===== config.mk =====
export PLATFORM = sky130hd
export DESIGN_NAME = dppu_parity_unit
export DESIGN_NICKNAME = d
export VERILOG_FILES = /design/src/rtl/dppu_pkg.sv /design/src/rtl/dppu_parity_unit.sv /design/src/rtl/dppu_lane_tree.sv
export SDC_FILE = /design/constraint.sdc
export NUM_CORES = 1
export LEC_CHECK = 0
export ABC_CLOCK_PERIOD_IN_PS = 7100
export BUFFER_PORTS_ARGS = -buffer_cell sky130_fd_sc_hd__buf_2
export CAP_MARGIN = 20
export CORE_AREA = 4 4 171 173
export DETAILED_ROUTE_END_ITERATION = 6
export DIE_AREA = 0 0 175 177
export PLACE_DENSITY = 0.63
export SYNTH_ARGS = -nofsm -noshare
export SYNTH_HDL_FRONTEND = slang
export SYNTH_SLANG_ARGS = --single-unit

===== constraint.sdc =====
create_clock -name ref_clk_in -period 7.1 [get_ports ref_clk_in]
set_input_delay 1.42 -clock ref_clk_in [delete_from_list [all_inputs] [get_ports ref_clk_in]]
set_output_delay 1.42 -clock ref_clk_in [all_outputs]
set_load 0.02 [all_outputs]

===== src/rtl/dppu_pkg.sv =====
// Constants shared by the dual-port byte parity unit and its lane tree.
// Assumes both bus ports are sampled on the one reference clock.
package dppu_pkg;
  localparam int DPPU_WORD_W = 36;
  localparam int DPPU_LANES = 4;
  localparam int DPPU_LANE_W = 9;
  localparam int DPPU_PORTS = 2;
  localparam int DPPU_ADDR_W = 4;
  localparam int DPPU_DATA_W = 32;
  // Index of each port inside the internal per-port arrays.
  localparam int DPPU_PA = 0;
  localparam int DPPU_PB = 1;
  // Port B size code as {size_select_hi, size_select_lo}.
  localparam logic [1:0] DPPU_SIZE_LONG = 2'h0;
  localparam logic [1:0] DPPU_SIZE_WORD = 2'h1;
  localparam logic [1:0] DPPU_SIZE_BYTE = 2'h2;
  localparam logic [1:0] DPPU_SIZE_MBOX = 2'h3;
  // Byte lanes that carry valid data for each size.
  localparam logic [3:0] DPPU_LANES_LONG = 4'hF;
  localparam logic [3:0] DPPU_LANES_WORD = 4'h3;
  localparam logic [3:0] DPPU_LANES_BYTE = 4'h1;
  // Register offsets on the software port.
  localparam logic [3:0] DPPU_REG_CTRL = 4'h0;
  localparam logic [3:0] DPPU_REG_STATUS = 4'h4;
  localparam logic [3:0] DPPU_REG_FLAGS = 4'h8;
  // Field positions.
  localparam int DPPU_CTRL_CHK_A = 0;
  localparam int DPPU_CTRL_CHK_B = 1;
  localparam int DPPU_STAT_A_LSB = 0;
  localparam int DPPU_STAT_B_LSB = 4;
  // Reset values.
  localparam logic [1:0] DPPU_CTRL_RESET = 2'h3;
  localparam logic [7:0] DPPU_STATUS_RESET = 8'h00;
  localparam logic [1:0] DPPU_FLAG_RESET = 2'h3;
  localparam logic [1:0] DPPU_SIZE_RESET = 2'h0;
endpackage


===== src/rtl/dppu_parity_unit.sv =====
// Byte-lane parity check and generation for both 36-bit ports.
// Assumes both port buses are synchronous to ref_clk_in; strap-like
// selects arrive from pins and are synchronised here.
// What this block does
// [RULE1] Check parity on both ports, odd/even selectable
// [RULE2] Four parity trees per port
// [RULE3] Port A lanes 0-8..27-35, top bit parity
// [RULE4] Per-lane error signal low on bad parity
// [RULE5] Port A flag low if any lane bad
// [RULE6] Port B lanes split the same way
// [RULE7] Port B flag low if any lane bad
// [RULE8] Reduced port B size masks invalid lanes
// [RULE9] Checking never alters or blocks transfers
// [RULE10] Per-port select enables generation on reads
// [RULE11] Odd/even select also sets generated type
// [RULE12] Writes store all 36 bits unchanged
// [RULE13] FIFO-read parity from lower eight bits
// [RULE14] Substitute generated bit, else stored bit
// [RULE15] Mailbox generation uses the checking trees
// [RULE16] Mailbox read with generation holds flag high
// [RULE17] Mailbox contents never modified by generation
// [RULE18] Port B supports byte, word, long sizes
// [RULE19] Both size selects high means mailbox access
// [RULE20] Flags and generated parity registered on clock
// [RULE21] Flags high after reset until evaluated
`timescale 1ns/100ps
module dppu_parity_unit
(
  input wire logic ref_clk_in, // Reference clock, 25 MHz
  input wire logic srst_in, // Synchronous reset, active high
  input wire logic parity_odd_select_in, // Pin: high odd, low even
  input wire logic porta_parity_gen_select_in, // Pin: port A generate
  input wire logic portb_parity_gen_select_in, // Pin: port B generate
  input wire logic porta_wr_in, // Port A write cycle
  input wire logic porta_rd_in, // Port A read cycle
  input wire logic porta_mbx_select_in, // Port A access targets mailbox
  input wire logic [dppu_pkg::DPPU_WORD_W-1:0] porta_data_in, // Port A bus in
  input wire logic [dppu_pkg::DPPU_WORD_W-1:0] porta_fifo_word_in, // FIFO word
  input wire logic [dppu_pkg::DPPU_WORD_W-1:0] porta_mbx_word_in, // Mailbox
  input wire logic portb_wr_in, // Port B write cycle
  input wire logic portb_rd_in, // Port B read cycle
  input wire logic portb_size_select_lo_in, // Port B size select low
  input wire logic portb_size_select_hi_in, // Port B size select high
  input wire logic [dppu_pkg::DPPU_WORD_W-1:0] portb_data_in, // Port B bus in
  input wire logic [dppu_pkg::DPPU_WORD_W-1:0] portb_fifo_word_in, // FIFO word
  input wire logic [dppu_pkg::DPPU_WORD_W-1:0] portb_mbx_word_in, // Mailbox
  input wire logic [dppu_pkg::DPPU_ADDR_W-1:0] reg_addr_in, // Register address
  input wire logic [dppu_pkg::DPPU_DATA_W-1:0] reg_wdata_in, // Write data
  input wire logic reg_wr_in, // Register write strobe
  input wire logic reg_rd_in, // Register read strobe
  output logic [dppu_pkg::DPPU_DATA_W-1:0] reg_rdata_out, // Read data
  output logic porta_parity_error_flag_n_out, // Port A error, low active
  output logic portb_parity_error_flag_n_out, // Port B error, low active
  output logic [dppu_pkg::DPPU_WORD_W-1:0] porta_rd_data_out, // Port A out
  output logic [dppu_pkg::DPPU_WORD_W-1:0] portb_rd_data_out, // Port B out
  output logic porta_store_out, // Port A word to store
  output logic portb_store_out, // Port B word to store
  output logic porta_store_mbx_out, // Port A store goes to mailbox
  output logic portb_store_mbx_out, // Port B store goes to mailbox
  output logic [dppu_pkg::DPPU_WORD_W-1:0] porta_store_data_out, // A store
  output logic [dppu_pkg::DPPU_WORD_W-1:0] portb_store_data_out, // B store
  output logic [1:0] portb_size_out // Port B size in force
);
  import dppu_pkg::*;

  // Pin synchronisers: odd, gen A, gen B.
  logic [2:0] pin_meta_q;
  logic [2:0] pin_sync_q;
  logic odd_sel;
  logic [DPPU_PORTS-1:0] gen_sel;

  logic [1:0] ctrl_q;
  logic [7:0] status_q;
  logic [7:0] status_d;
  logic [1:0] size_q;
  logic [DPPU_PORTS-1:0] flag_q;
  logic [DPPU_PORTS-1:0][DPPU_WORD_W-1:0] rd_data_q;
  logic [DPPU_PORTS-1:0][DPPU_WORD_W-1:0] store_data_q;
  logic [DPPU_PORTS-1:0] store_q;
  logic [DPPU_PORTS-1:0] store_mbx_q;
  logic [DPPU_DATA_W-1:0] rdata_q;

  logic [DPPU_PORTS-1:0] rd;
  logic [DPPU_PORTS-1:0] wr;
  logic [DPPU_PORTS-1:0] mbx;
  logic [DPPU_PORTS-1:0] chk_en;
  logic [DPPU_PORTS-1:0] evaluated;
  logic [DPPU_PORTS-1:0][DPPU_WORD_W-1:0] data_word;
  logic [DPPU_PORTS-1:0][DPPU_WORD_W-1:0] fifo_word;
  logic [DPPU_PORTS-1:0][DPPU_WORD_W-1:0] mbx_word;
  logic [DPPU_PORTS-1:0][DPPU_WORD_W-1:0] src_word;
  logic [DPPU_PORTS-1:0][DPPU_WORD_W-1:0] chk_word;
  logic [DPPU_PORTS-1:0][DPPU_WORD_W-1:0] out_word;
  logic [DPPU_PORTS-1:0][DPPU_LANES-1:0] chk_err_n;
  logic [DPPU_PORTS-1:0][DPPU_LANES-1:0] chk_gen;
  logic [DPPU_PORTS-1:0][DPPU_LANES-1:0] fifo_gen;
  logic [DPPU_PORTS-1:0][DPPU_LANES-1:0] lane_mask;
  logic [DPPU_PORTS-1:0][DPPU_LANES-1:0] lane_bad;
  logic [1:0] size_pins;

  always_ff @(posedge ref_clk_in)
  begin
    if (srst_in)
    begin
      pin_meta_q <= 3'h0;
      pin_sync_q <= 3'h0;
    end
    else
    begin
      pin_meta_q <= {portb_parity_gen_select_in,
                     porta_parity_gen_select_in, parity_odd_select_in};
      pin_sync_q <= pin_meta_q;
    end
  end

  assign odd_sel = pin_sync_q[0]; // RULE1 RULE11
  assign gen_sel = pin_sync_q[2:1]; // RULE10

  // Both size selects high is a mailbox access, not a size change.
  assign size_pins = {portb_size_select_hi_in, portb_size_select_lo_in};
  assign mbx[DPPU_PA] = porta_mbx_select_in;
  assign mbx[DPPU_PB] = (size_pins == DPPU_SIZE_MBOX); // RULE19

  assign rd = {portb_rd_in, porta_rd_in};
  assign wr = {portb_wr_in, porta_wr_in};
  assign data_word = {portb_data_in, porta_data_in};
  assign fifo_word = {portb_fifo_word_in, porta_fifo_word_in};
  assign mbx_word = {portb_mbx_word_in, porta_mbx_word_in};
  assign chk_en = {ctrl_q[DPPU_CTRL_CHK_B], ctrl_q[DPPU_CTRL_CHK_A]};
  assign evaluated = rd | wr;

  // The size is held across a mailbox access so the FIFO transfer that
  // was in progress resumes with the same lane tracking.
  always_ff @(posedge ref_clk_in)
  begin
    if (srst_in)
      size_q <= DPPU_SIZE_RESET;
    else if (!mbx[DPPU_PB])
      size_q <= size_pins; // RULE18 RULE19
  end

  always_comb
  begin
    lane_mask[DPPU_PA] = DPPU_LANES_LONG;
    case (size_q)
      DPPU_SIZE_WORD: lane_mask[DPPU_PB] = DPPU_LANES_WORD;
      DPPU_SIZE_BYTE: lane_mask[DPPU_PB] = DPPU_LANES_BYTE;
      default: lane_mask[DPPU_PB] = DPPU_LANES_LONG;
    endcase
    // Mailbox words are always full width.
    if (mbx[DPPU_PB])
      lane_mask[DPPU_PB] = DPPU_LANES_LONG; // RULE8
  end

  // Reads look at the word leaving the port, writes at the one entering.
  always_comb
  begin
    for (int p = 0; p < DPPU_PORTS; p++)
    begin
      src_word[p] = mbx[p] ? mbx_word[p] : fifo_word[p];
      chk_word[p] = rd[p] ? src_word[p] : data_word[p];
    end
  end

  genvar gp, gl;
  generate
    for (gp = 0; gp < DPPU_PORTS; gp++)
    begin : g_port
      for (gl = 0; gl < DPPU_LANES; gl++)
      begin : g_lane
        // Checking tree, also the mailbox generator.
        dppu_lane_tree u_chk
        (
          .lane_in(chk_word[gp][gl*DPPU_LANE_W +: DPPU_LANE_W]), // RULE3 RULE6
          .odd_in(odd_sel),
          .gen_bit_out(chk_gen[gp][gl]),
          .err_n_out(chk_err_n[gp][gl]) // RULE2 RULE4
        );
        // FIFO read generator.
        dppu_lane_tree u_gen
        (
          .lane_in(fifo_word[gp][gl*DPPU_LANE_W +: DPPU_LANE_W]), // RULE13
          .odd_in(odd_sel),
          .gen_bit_out(fifo_gen[gp][gl]),
          .err_n_out()
        );
      end
    end
  endgenerate

  // Only the output copy carries substituted bits; the stored word is
  // never written back.
  always_comb
  begin
    for (int p = 0; p < DPPU_PORTS; p++)
    begin
      out_word[p] = src_word[p];
      lane_bad[p] = ~chk_err_n[p] & lane_mask[p];
      for (int l = 0; l < DPPU_LANES; l++)
      begin
        if (gen_sel[p])
          out_word[p][l*DPPU_LANE_W + DPPU_LANE_W - 1] =
            mbx[p] ? chk_gen[p][l] : fifo_gen[p][l]; // RULE14 RULE15 RULE17
      end
    end
  end

  // Flags update only on edges that carry a word.
  always_ff @(posedge ref_clk_in)
  begin
    if (srst_in)
      flag_q <= DPPU_FLAG_RESET; // RULE21
    else
    begin
      for (int p = 0; p < DPPU_PORTS; p++)
      begin
        if (rd[p] && mbx[p] && gen_sel[p])
          flag_q[p] <= 1'b1; // RULE16
        else if (evaluated[p])
          flag_q[p] <= !(chk_en[p] && (|lane_bad[p])); // RULE5 RULE7 RULE8 RULE20
      end
    end
  end

  // Data paths never depend on the check result.
  always_ff @(posedge ref_clk_in)
  begin
    if (srst_in)
    begin
      rd_data_q <= '0;
      store_data_q <= '0;
      store_q <= 2'h0;
      store_mbx_q <= 2'h0;
    end
    else
    begin
      store_q <= wr; // RULE9
      store_mbx_q <= wr & mbx;
      for (int p = 0; p < DPPU_PORTS; p++)
      begin
        if (rd[p])
          rd_data_q[p] <= out_word[p]; // RULE20
        if (wr[p])
          store_data_q[p] <= data_word[p]; // RULE12
      end
    end
  end

  // Sticky lane errors; a new error in the clearing cycle stays set.
  always_comb
  begin
    status_d = status_q;
    if (reg_wr_in && reg_addr_in == DPPU_REG_STATUS)
      status_d = status_q & ~reg_wdata_in[7:0];
    if (evaluated[DPPU_PA] && chk_en[DPPU_PA])
      status_d[DPPU_STAT_A_LSB +: DPPU_LANES] =
        status_d[DPPU_STAT_A_LSB +: DPPU_LANES] | lane_bad[DPPU_PA];
    if (evaluated[DPPU_PB] && chk_en[DPPU_PB])
      status_d[DPPU_STAT_B_LSB +: DPPU_LANES] =
        status_d[DPPU_STAT_B_LSB +: DPPU_LANES] | lane_bad[DPPU_PB];
  end

  always_ff @(posedge ref_clk_in)
  begin
    if (srst_in)
      status_q <= DPPU_STATUS_RESET;
    else
      status_q <= status_d;
  end

  always_ff @(posedge ref_clk_in)
  begin
    if (srst_in)
      ctrl_q <= DPPU_CTRL_RESET;
    else if (reg_wr_in && reg_addr_in == DPPU_REG_CTRL)
      ctrl_q <= reg_wdata_in[1:0];
  end

  // Unmapped addresses read as zero; data stands only the next cycle.
  always_ff @(posedge ref_clk_in)
  begin
    if (srst_in)
      rdata_q <= '0;
    else if (reg_rd_in)
    begin
      case (reg_addr_in)
        DPPU_REG_CTRL: rdata_q <= {30'h0, ctrl_q};
        DPPU_REG_STATUS: rdata_q <= {24'h0, status_q};
        DPPU_REG_FLAGS: rdata_q <= {25'h0, size_q, gen_sel, odd_sel, flag_q};
        default: rdata_q <= '0;
      endcase
    end
    else
      rdata_q <= '0;
  end

  assign reg_rdata_out = rdata_q;
  assign porta_parity_error_flag_n_out = flag_q[DPPU_PA];
  assign portb_parity_error_flag_n_out = flag_q[DPPU_PB];
  assign porta_rd_data_out = rd_data_q[DPPU_PA];
  assign portb_rd_data_out = rd_data_q[DPPU_PB];
  assign porta_store_out = store_q[DPPU_PA];
  assign portb_store_out = store_q[DPPU_PB];
  assign porta_store_mbx_out = store_mbx_q[DPPU_PA];
  assign portb_store_mbx_out = store_mbx_q[DPPU_PB];
  assign porta_store_data_out = store_data_q[DPPU_PA];
  assign portb_store_data_out = store_data_q[DPPU_PB];
  assign portb_size_out = size_q;

  property p_flag_after_reset;
    @(posedge ref_clk_in) disable iff (srst_in)
    $past(srst_in) |-> flag_q == DPPU_FLAG_RESET;
  endproperty
  a_flag_after_reset: assert property (p_flag_after_reset) // RULE21
    else $error("Flags not high after reset.");

  property p_a_error;
    @(posedge ref_clk_in) disable iff (srst_in)
    (wr[DPPU_PA] && ctrl_q[DPPU_CTRL_CHK_A] && !(&chk_err_n[DPPU_PA]))
      |=> !porta_parity_error_flag_n_out;
  endproperty
  a_a_error: assert property (p_a_error) // RULE5
    else $error("Port A lane error did not lower the flag.");

  property p_b_error;
    @(posedge ref_clk_in) disable iff (srst_in)
    (wr[DPPU_PB] && !mbx[DPPU_PB] && size_q == DPPU_SIZE_LONG &&
     ctrl_q[DPPU_CTRL_CHK_B] && !(&chk_err_n[DPPU_PB]))
      |=> !portb_parity_error_flag_n_out;
  endproperty
  a_b_error: assert property (p_b_error) // RULE7
    else $error("Port B lane error did not lower the flag.");

  property p_b_mask;
    @(posedge ref_clk_in) disable iff (srst_in)
    (wr[DPPU_PB] && !mbx[DPPU_PB] && size_q == DPPU_SIZE_BYTE &&
     chk_err_n[DPPU_PB][0]) |=> portb_parity_error_flag_n_out;
  endproperty
  a_b_mask: assert property (p_b_mask) // RULE8
    else $error("Invalid port B lane raised an error.");

  property p_mbx_hold;
    @(posedge ref_clk_in) disable iff (srst_in)
    (rd[DPPU_PB] && mbx[DPPU_PB] && gen_sel[DPPU_PB])
      |=> portb_parity_error_flag_n_out;
  endproperty
  a_mbx_hold: assert property (p_mbx_hold) // RULE16
    else $error("Port B flag not held high on mailbox read.");

  property p_store_raw;
    @(posedge ref_clk_in) disable iff (srst_in)
    porta_wr_in |=> porta_store_out &&
      porta_store_data_out == $past(porta_data_in);
  endproperty
  a_store_raw: assert property (p_store_raw) // RULE12
    else $error("Port A stored word was altered.");

  property p_fifo_gen;
    @(posedge ref_clk_in) disable iff (srst_in)
    (porta_rd_in && !porta_mbx_select_in && gen_sel[DPPU_PA] &&
     $stable(odd_sel)) |=> (^porta_rd_data_out[8:0]) == $past(odd_sel);
  endproperty
  a_fifo_gen: assert property (p_fifo_gen) // RULE13
    else $error("Port A generated parity wrong on lane 0.");

  property p_mbx_gen;
    @(posedge ref_clk_in) disable iff (srst_in)
    (rd[DPPU_PB] && mbx[DPPU_PB] && gen_sel[DPPU_PB] && $stable(odd_sel))
      |=> (^portb_rd_data_out[35:27]) == $past(odd_sel) &&
          portb_rd_data_out[34:27] == $past(portb_mbx_word_in[34:27]);
  endproperty
  a_mbx_gen: assert property (p_mbx_gen) // RULE15
    else $error("Port B mailbox parity wrong on lane 3.");

  property p_no_gen;
    @(posedge ref_clk_in) disable iff (srst_in)
    (portb_rd_in && !gen_sel[DPPU_PB]) |=>
      portb_rd_data_out == $past(src_word[DPPU_PB]);
  endproperty
  a_no_gen: assert property (p_no_gen) // RULE14
    else $error("Port B read word changed without generation.");

  property p_size_hold;
    @(posedge ref_clk_in) disable iff (srst_in)
    mbx[DPPU_PB] |=> $stable(size_q);
  endproperty
  a_size_hold: assert property (p_size_hold) // RULE19
    else $error("Mailbox access changed the port B size.");

  property p_flag_idle;
    @(posedge ref_clk_in) disable iff (srst_in)
    !(rd[DPPU_PA] || wr[DPPU_PA]) |=> $stable(porta_parity_error_flag_n_out);
  endproperty
  a_flag_idle: assert property (p_flag_idle) // RULE20
    else $error("Port A flag moved without a word.");
endmodule // dppu_parity_unit


===== src/rtl/dppu_lane_tree.sv =====
// One parity tree for a 9-bit byte lane: checks the lane and generates
// the parity bit from its lower eight bits.
// Assumes the polarity select is already synchronised.
`timescale 1ns/100ps
module dppu_lane_tree
(
  input wire logic [dppu_pkg::DPPU_LANE_W-1:0] lane_in, // Lane, parity on top
  input wire logic odd_in, // High selects odd parity
  output logic gen_bit_out, // Parity bit made from lower eight bits
  output logic err_n_out // Low when lane parity is wrong
);
  import dppu_pkg::*;

  always_comb
  begin
    gen_bit_out = (^lane_in[DPPU_LANE_W-2:0]) ^ odd_in;
    err_n_out = ((^lane_in) == odd_in);
  end
endmodule // dppu_lane_tree


# [After elaboration in Yosys (flattened, before gate mapping)]
# Cells that the tools add are included.
[word_totals] register_bits=200 latch_bits=0 mem_bits_rw=0 romBits=0 inputBits=266 word_cells=121 mem_count=0
[op_classes] addsub=0 multipliers=0 div_mod_pow=0 magnitude_cmp=0 n_eq_ne=13 shifts=0 n_mux=26 bitwise=26 n_reduce_logical=42
[op_table] operator="36-bit two-way mux" n=4
[op_table] operator="8-bit parity" n=16
[op_table] operator="9-bit parity" n=8
[op_table] operator="8-bit case mux with 3 select lines" n=1
[op_table] operator="1-bit two-way mux" n=16
[op_table] operator="1-bit XOR" n=16
[op_table] operator="4-bit two-way mux" n=3
[op_table] operator="1-bit logical AND" n=10
[op_table] operator="8-bit bitwise AND" n=1
[op_table] operator="1-bit equality test" n=8
[op_table] operator="8-bit two-way mux" n=1
[op_table] operator="4-bit NOT" n=2
[op_table] operator="8-bit NOT" n=1
[op_table] operator="4-bit OR" n=2
[op_table] operator="4-bit case mux with 2 select lines" n=1
[op_table] operator="4-bit OR reduction" n=2
[op_table] operator="2-bit OR reduction" n=3
[op_table] operator="4-bit bitwise AND" n=1
[op_table] operator="2-bit equality test (second input constant)" n=2
[op_table] operator="4-bit by 3-bit equality test with 1-bit output (second input constant)" n=1
[op_table] operator="4-bit equality test (second input constant)" n=1
[op_table] operator="4-bit zero test" n=1
[op_table] operator="2-bit bitwise AND" n=1
[op_table] operator="2-bit by 1-bit equality test with 1-bit output (second input constant)" n=1
[op_table] operator="other kinds (3)" n=4

# [Logic depth before layout (Yosys ltp)]
[depth] depth_word=10 mapped_depth=12 mapped_depth_nobuf=8

# [Cells and area by module]
# Synthesis repeated with hierarchy kept, for this count alone.
[hier_totals] hier_cells=1048 area_unflattened_um2=9710.6
[by_module_without_submodules] mod="dppu_parity_unit" n_inst=1 cells_each=920 area_per_inst_um2=8029.0
[by_module_without_submodules] mod="dppu_lane_tree" n_inst=16 cells_each=8 area_per_inst_um2=105.1

# [Least setup slack after synthesis]
# Ideal clock, no wire load.
[synth_timing] kind="input port to flip-flop" startpoint="input portb_size_select_lo_in" endpoint="register flag_q[1]" setup_ns=0.084 arrival_ns=3.528 required_ns=7.016 slack_ns=3.488 stages=10 n_path_buf=2 path_cell_list="buf_4 and2_4 buf_6 o221ai_2 xor2_1 xnor3_1 xnor3_1 mux2i_1 a21bo_1 o31ai_2"
[synth_via] elab_chain_cells=10 word_cells_on_any_way=20 cone_classes="eq/ne (5); mux (3); bitwise (2); reduce/logical (10)"
[synth_rtl] element="start, declared" line="dppu_parity_unit.sv:42" source="input wire logic portb_size_select_lo_in,"
[synth_rtl] element="2-bit equality test *" line="dppu_parity_unit.sv:122" source="assign mbx[DPPU_PB] = (size_pins == DPPU_SIZE_MBOX);"
[synth_rtl] element="36-bit two-way mux" line="dppu_parity_unit.sv:160" source="src_word[p] = mbx[p] ? mbx_word[p] : fifo_word[p];"
[synth_rtl] element="36-bit two-way mux" line="dppu_parity_unit.sv:161" source="chk_word[p] = rd[p] ? src_word[p] : data_word[p];"
[synth_rtl] element="9-bit parity" line="dppu_lane_tree.sv:17" source="err_n_out = ((^lane_in) == odd_in);"
[synth_rtl] element="1-bit equality test" line="dppu_lane_tree.sv:17"
[synth_rtl] element="4-bit NOT" line="dppu_parity_unit.sv:198" source="lane_bad[p] = ~chk_err_n[p] & lane_mask[p];"
[synth_rtl] element="4-bit bitwise AND" line="dppu_parity_unit.sv:198"
[synth_rtl] element="4-bit OR reduction" line="dppu_parity_unit.sv:220" source="flag_q[p] <= !(chk_en[p] && (|lane_bad[p]));"
[synth_rtl] element="1-bit logical AND" line="dppu_parity_unit.sv:220"
[synth_rtl] element="1-bit zero test" line="dppu_parity_unit.sv:220"
[synth_rtl] element="end signal, assigned by index" line="dppu_parity_unit.sv:220"
[synth_rtl] element="end, declared" line="dppu_parity_unit.sv:76" source="logic [DPPU_PORTS-1:0] flag_q;"
# Mark *: on every way between the ends. The rest lies on a longest branch, timed or not.
# A chain may end at the register's enable or synchronous reset.

# [Worst setup path after layout]
[layout_timing] startpoint="input portb_rd_in" endpoint="register flag_q[1]"
[layout_via] elab_chain_cells=8 word_cells_on_any_way=18 cone_classes="eq/ne (4); mux (1); bitwise (3); reduce/logical (10)"
[layout_rtl] element="start, declared" line="dppu_parity_unit.sv:41" source="input wire logic portb_rd_in,"
[layout_rtl] element="36-bit two-way mux" line="dppu_parity_unit.sv:161"
[layout_rtl] element="9-bit parity" line="dppu_lane_tree.sv:17"
[layout_rtl] element="1-bit equality test" line="dppu_lane_tree.sv:17"
[layout_rtl] element="4-bit NOT" line="dppu_parity_unit.sv:198"
[layout_rtl] element="4-bit bitwise AND" line="dppu_parity_unit.sv:198"
[layout_rtl] element="4-bit OR reduction" line="dppu_parity_unit.sv:220"
[layout_rtl] element="1-bit logical AND" line="dppu_parity_unit.sv:220"
[layout_rtl] element="1-bit zero test" line="dppu_parity_unit.sv:220"
# Parallel ways exist; a longest one is shown, timed or not.

==> impl_metrics.ini <==
[status]
outcome = finished clean

[route]
via_count = 8835
avgRoutedWirePerCell_um = 17.6
avgViaCountPerCell = 4.87
drtIter0Drc = 484
drt.antenna.violating_nets = 0
dr.pass1.iters = 5
wl_mm = 31.9
drc = 0

[power_and_ir_drop]
p_leak_nw = 5.73
sw_frac_of_total_pct = 33.8
switching_power_uw = 959
pwr_density_cell_nw_per_um2 = 238
ir_drop_v = 0.000151
clock_power_share_pct = 32.6
internal-power_mw = 1.88
comb_power_share_pct = 28.2
finalPower_mw = 2.83
pwr-share-seq_pct = 39.1

[timing]
tightest_slew_ns = 0.987
finalHoldViolations = 0
rsz0062_at_grt = false
skew_ns = 0.00462
finalSetupViolations = 0
slew-limit-headroom_pct = 34.1
fmax_mhz = 240
report.final.slew_viol_count = 0
holdWs_ns = 0.439
finalCritPeriodShare_pct = 58.8
setup_tns_ns = 0
fin_crit_ns = 4.17
fin_ws_ns = 2.93

[synth]
syn_area_per_cell_um2 = 8.62
synthAdderAreaFrac_pct = 0.135
synth_seq_cells = 176
seq_area_frac_synth_pct = 38.1
synth_xor_area_share_pct = 12.7
ys_types = 45
syn_inst = 1072
ys_warn_count = 0
yosys.area_share.simple_pct = 15.9
synth_top_family_by_area = simple AND/OR/NAND/NOR gates
synthMuxAreaShare_pct = 13.0
synth_area_um2 = 9240
synth_compound_area_share_pct = 14.4

[die]
rows = 61
start_util_pct = 33.5
die_area_um2 = 31000
pin_count = 450
die_h_um = 177
dieWidth_um = 175
coreArea_um2 = 27600

[clock_tree]
cts_htree_levels = 4
cts.repair.resized = 0
post_cts_buffers = 0
clock_sinks = 176
cts_root_buf = clkbuf_16
clk_pin_slew_worst_paths_ns = 0.07
numCtsBuffers = 17
clk_path_buf_depth = 2
cts_hold_buf = 0
clk_latency_ns = 0.42
cts_tree = done

[place]
port_buffers = 401
place_congestion = 0.880
pre_cts_ws_ns = 2.58
place_hpwl_mm = 24.8

[critical_path]
ff2ff_path_depth = 7
slowest_delay_ns = 0.64
cp_max_fo = 88
crit_required_ns = 7.44
cp-end-kind = register
worstPathArrival_ns = 4.51
crit_slowest_cell = buf_4
path_depth = 9
path_cells = buf_4 -> buf_4 -> nor2_1 -> a31oi_1 -> xnor3_1 -> xnor3_1 -> mux2i_1 -> a21bo_1 -> o31ai_2
cp-start-kind = primary input
cp.buffers_inverters = 2
crit_type = primary input to register
reg2reg_slack_ns = 4.86
cp_top_family = buffers and inverters

[worst_hold_path]
hold_depth = 1
hold_path_class = register to register

[grt]
grt_pass1_vias = 8556
grt_pass1_wl_mm = 47.9
grt_max_degree = 96
antenna_found_initial = 4
grt_usage_pct = 19.7
grt_overflow = 0

[finish]
area_growth_pct = 29.0
postLayoutCoreUtil_pct = 43.2
nNetsFinal = 1688
layout-drive-gt1-share_pct = 31.2
fillers = 2880

[run]
max_cap_viol_count = 0
==> path summary, 6_finish.rpt <==
path                               startpoint                   end
worst max-delay path              portb_rd_in             flag_q[1]
worst min-delay path            pin_meta_q[0]         pin_sync_q[0]
worst max register to register  pin_sync_q[0]  portb_rd_data_out[8]
worst min register to register  pin_meta_q[0]         pin_sync_q[0]
==> registers in the layout, indices dropped and copies added, names as in the netlist <==
register,flops
chk_en,2
flag_q,2
pin_meta_q,3
pin_sync_q,3
porta_rd_data_out,36
porta_store_data_out,36
portb_rd_data_out,36
portb_size_out,2
portb_store_data_out,36
reg_rdata_out,8
status_q,8
store_mbx_q,2
store_q,2
==> cell usage in the layout (no fill, tap or decap), drive strengths merged, types with 9 or more instances in the layout <==
master	n
buf	409
nor2	231
dfxtp	176
mux2i	120
xnor2	93
nand2	73
a21oi	47
a211oi	34
a311oi	26
a31oi	25
conb	24
xor2	23
clkbuf	19
nor2b	15
nand3	14
o21ai	14
inv	13
a22oi	10
o221ai	9
==> Yosys cell counts (all sizes together) <==
cell type | count | area share (%)
a2bb2oi | 1 | 0.095
a21boi | 1 | 0.081
nand4b | 7 | 0.66
o211ai | 1 | 0.081
xnor3 | 7 | 1.7
a31oi | 25 | 1.7
a22oi | 10 | 0.81
o31ai | 2 | 0.22
o21ai | 14 | 0.76
a21oi | 47 | 2.5
o21a | 1 | 0.081
nand2 | 73 | 3.0
dfxtp | 176 | 38
and3 | 1 | 0.068
and2 | 4 | 0.30
buf | 56 | 3.7
ha | 1 | 0.14
nand3b | 1 | 0.081
conb | 1 | 0.041
o211a | 7 | 0.76
or3b | 1 | 0.095
a211o | 5 | 0.47
o21bai | 1 | 0.081
xnor2 | 93 | 8.8
o221ai | 9 | 0.92
inv | 4 | 0.16
nor2 | 231 | 9.4
xor2 | 23 | 2.2
nor3 | 3 | 0.16
clkbuf | 46 | 1.9
a311oi | 26 | 2.5
nand2b | 6 | 0.41
mux2i | 120 | 13
a21bo | 5 | 0.54
nand3 | 14 | 0.76
nor2b | 15 | 1.0
a211oi | 34 | 2.8
==> per-layer routing <==
metal  up-vias  track usage [%]  part of all wire, %
met5         -                0                0.022
met4         2             7.73                  3.1
met3        54             5.15                  7.5
met2       347             33.3                   48
met1      4087             24.1                   41
li1       4345                -                    -
==> worst reg2reg max path: cells and delay by family (launching register included) <==
kind,cells,cell delay (ns)
xor+xnor,4,0.73
simple gates,1,0.10
compound gates,2,0.35
flops,1,0.97
==> logic make-up (layout without fill, tap and decap cells) <==
kind of cell,count (synthesis),count (layout)
buf+inv,106,445
xor+xnor,123,123
other cells,1,26
flops,176,176
simple gates,356,356
compound gates,189,189
fa+ha+maj,1,1
mux,120,120
==> area by class of cell <==
class / count / area (um^2) / share of cell area (%)
multi-input cells: 813 / 5270 / 44.2
flip-flops and latches: 176 / 3520 / 29.6
repair buffers: 409 / 2070 / 17.4
well taps: 378 / 473 / 3.97
clock buffers: 19 / 443 / 3.71
clock inverters: 13 / 115 / 0.965
inverters: 4 / 15.0 / 0.126
diodes: 2 / 5.00 / 0.0420
==> power groups by stage <==
stage	Sequential (mW)	Clock (mW)	Combinational, mW
3_3_place_gp	1.13	0	0.803
5_1_grt	1.12	0.994	0.875
2_1_floorplan	1.20	0	0.474
3_5_place_dp	1.13	0	0.807
6_report	1.11	0.925	0.801
4_1_cts	1.11	0.955	0.811
==> stage by stage <==
stage               instances  area, um^2
finish                   1814       11900
CTS                      1812       11900
floorplan                1095        9330
detailed placement       1780       11400
global placement         1780       11400
global route             1814       11900
Note: power is estimated with default switching activity, not from simulation.
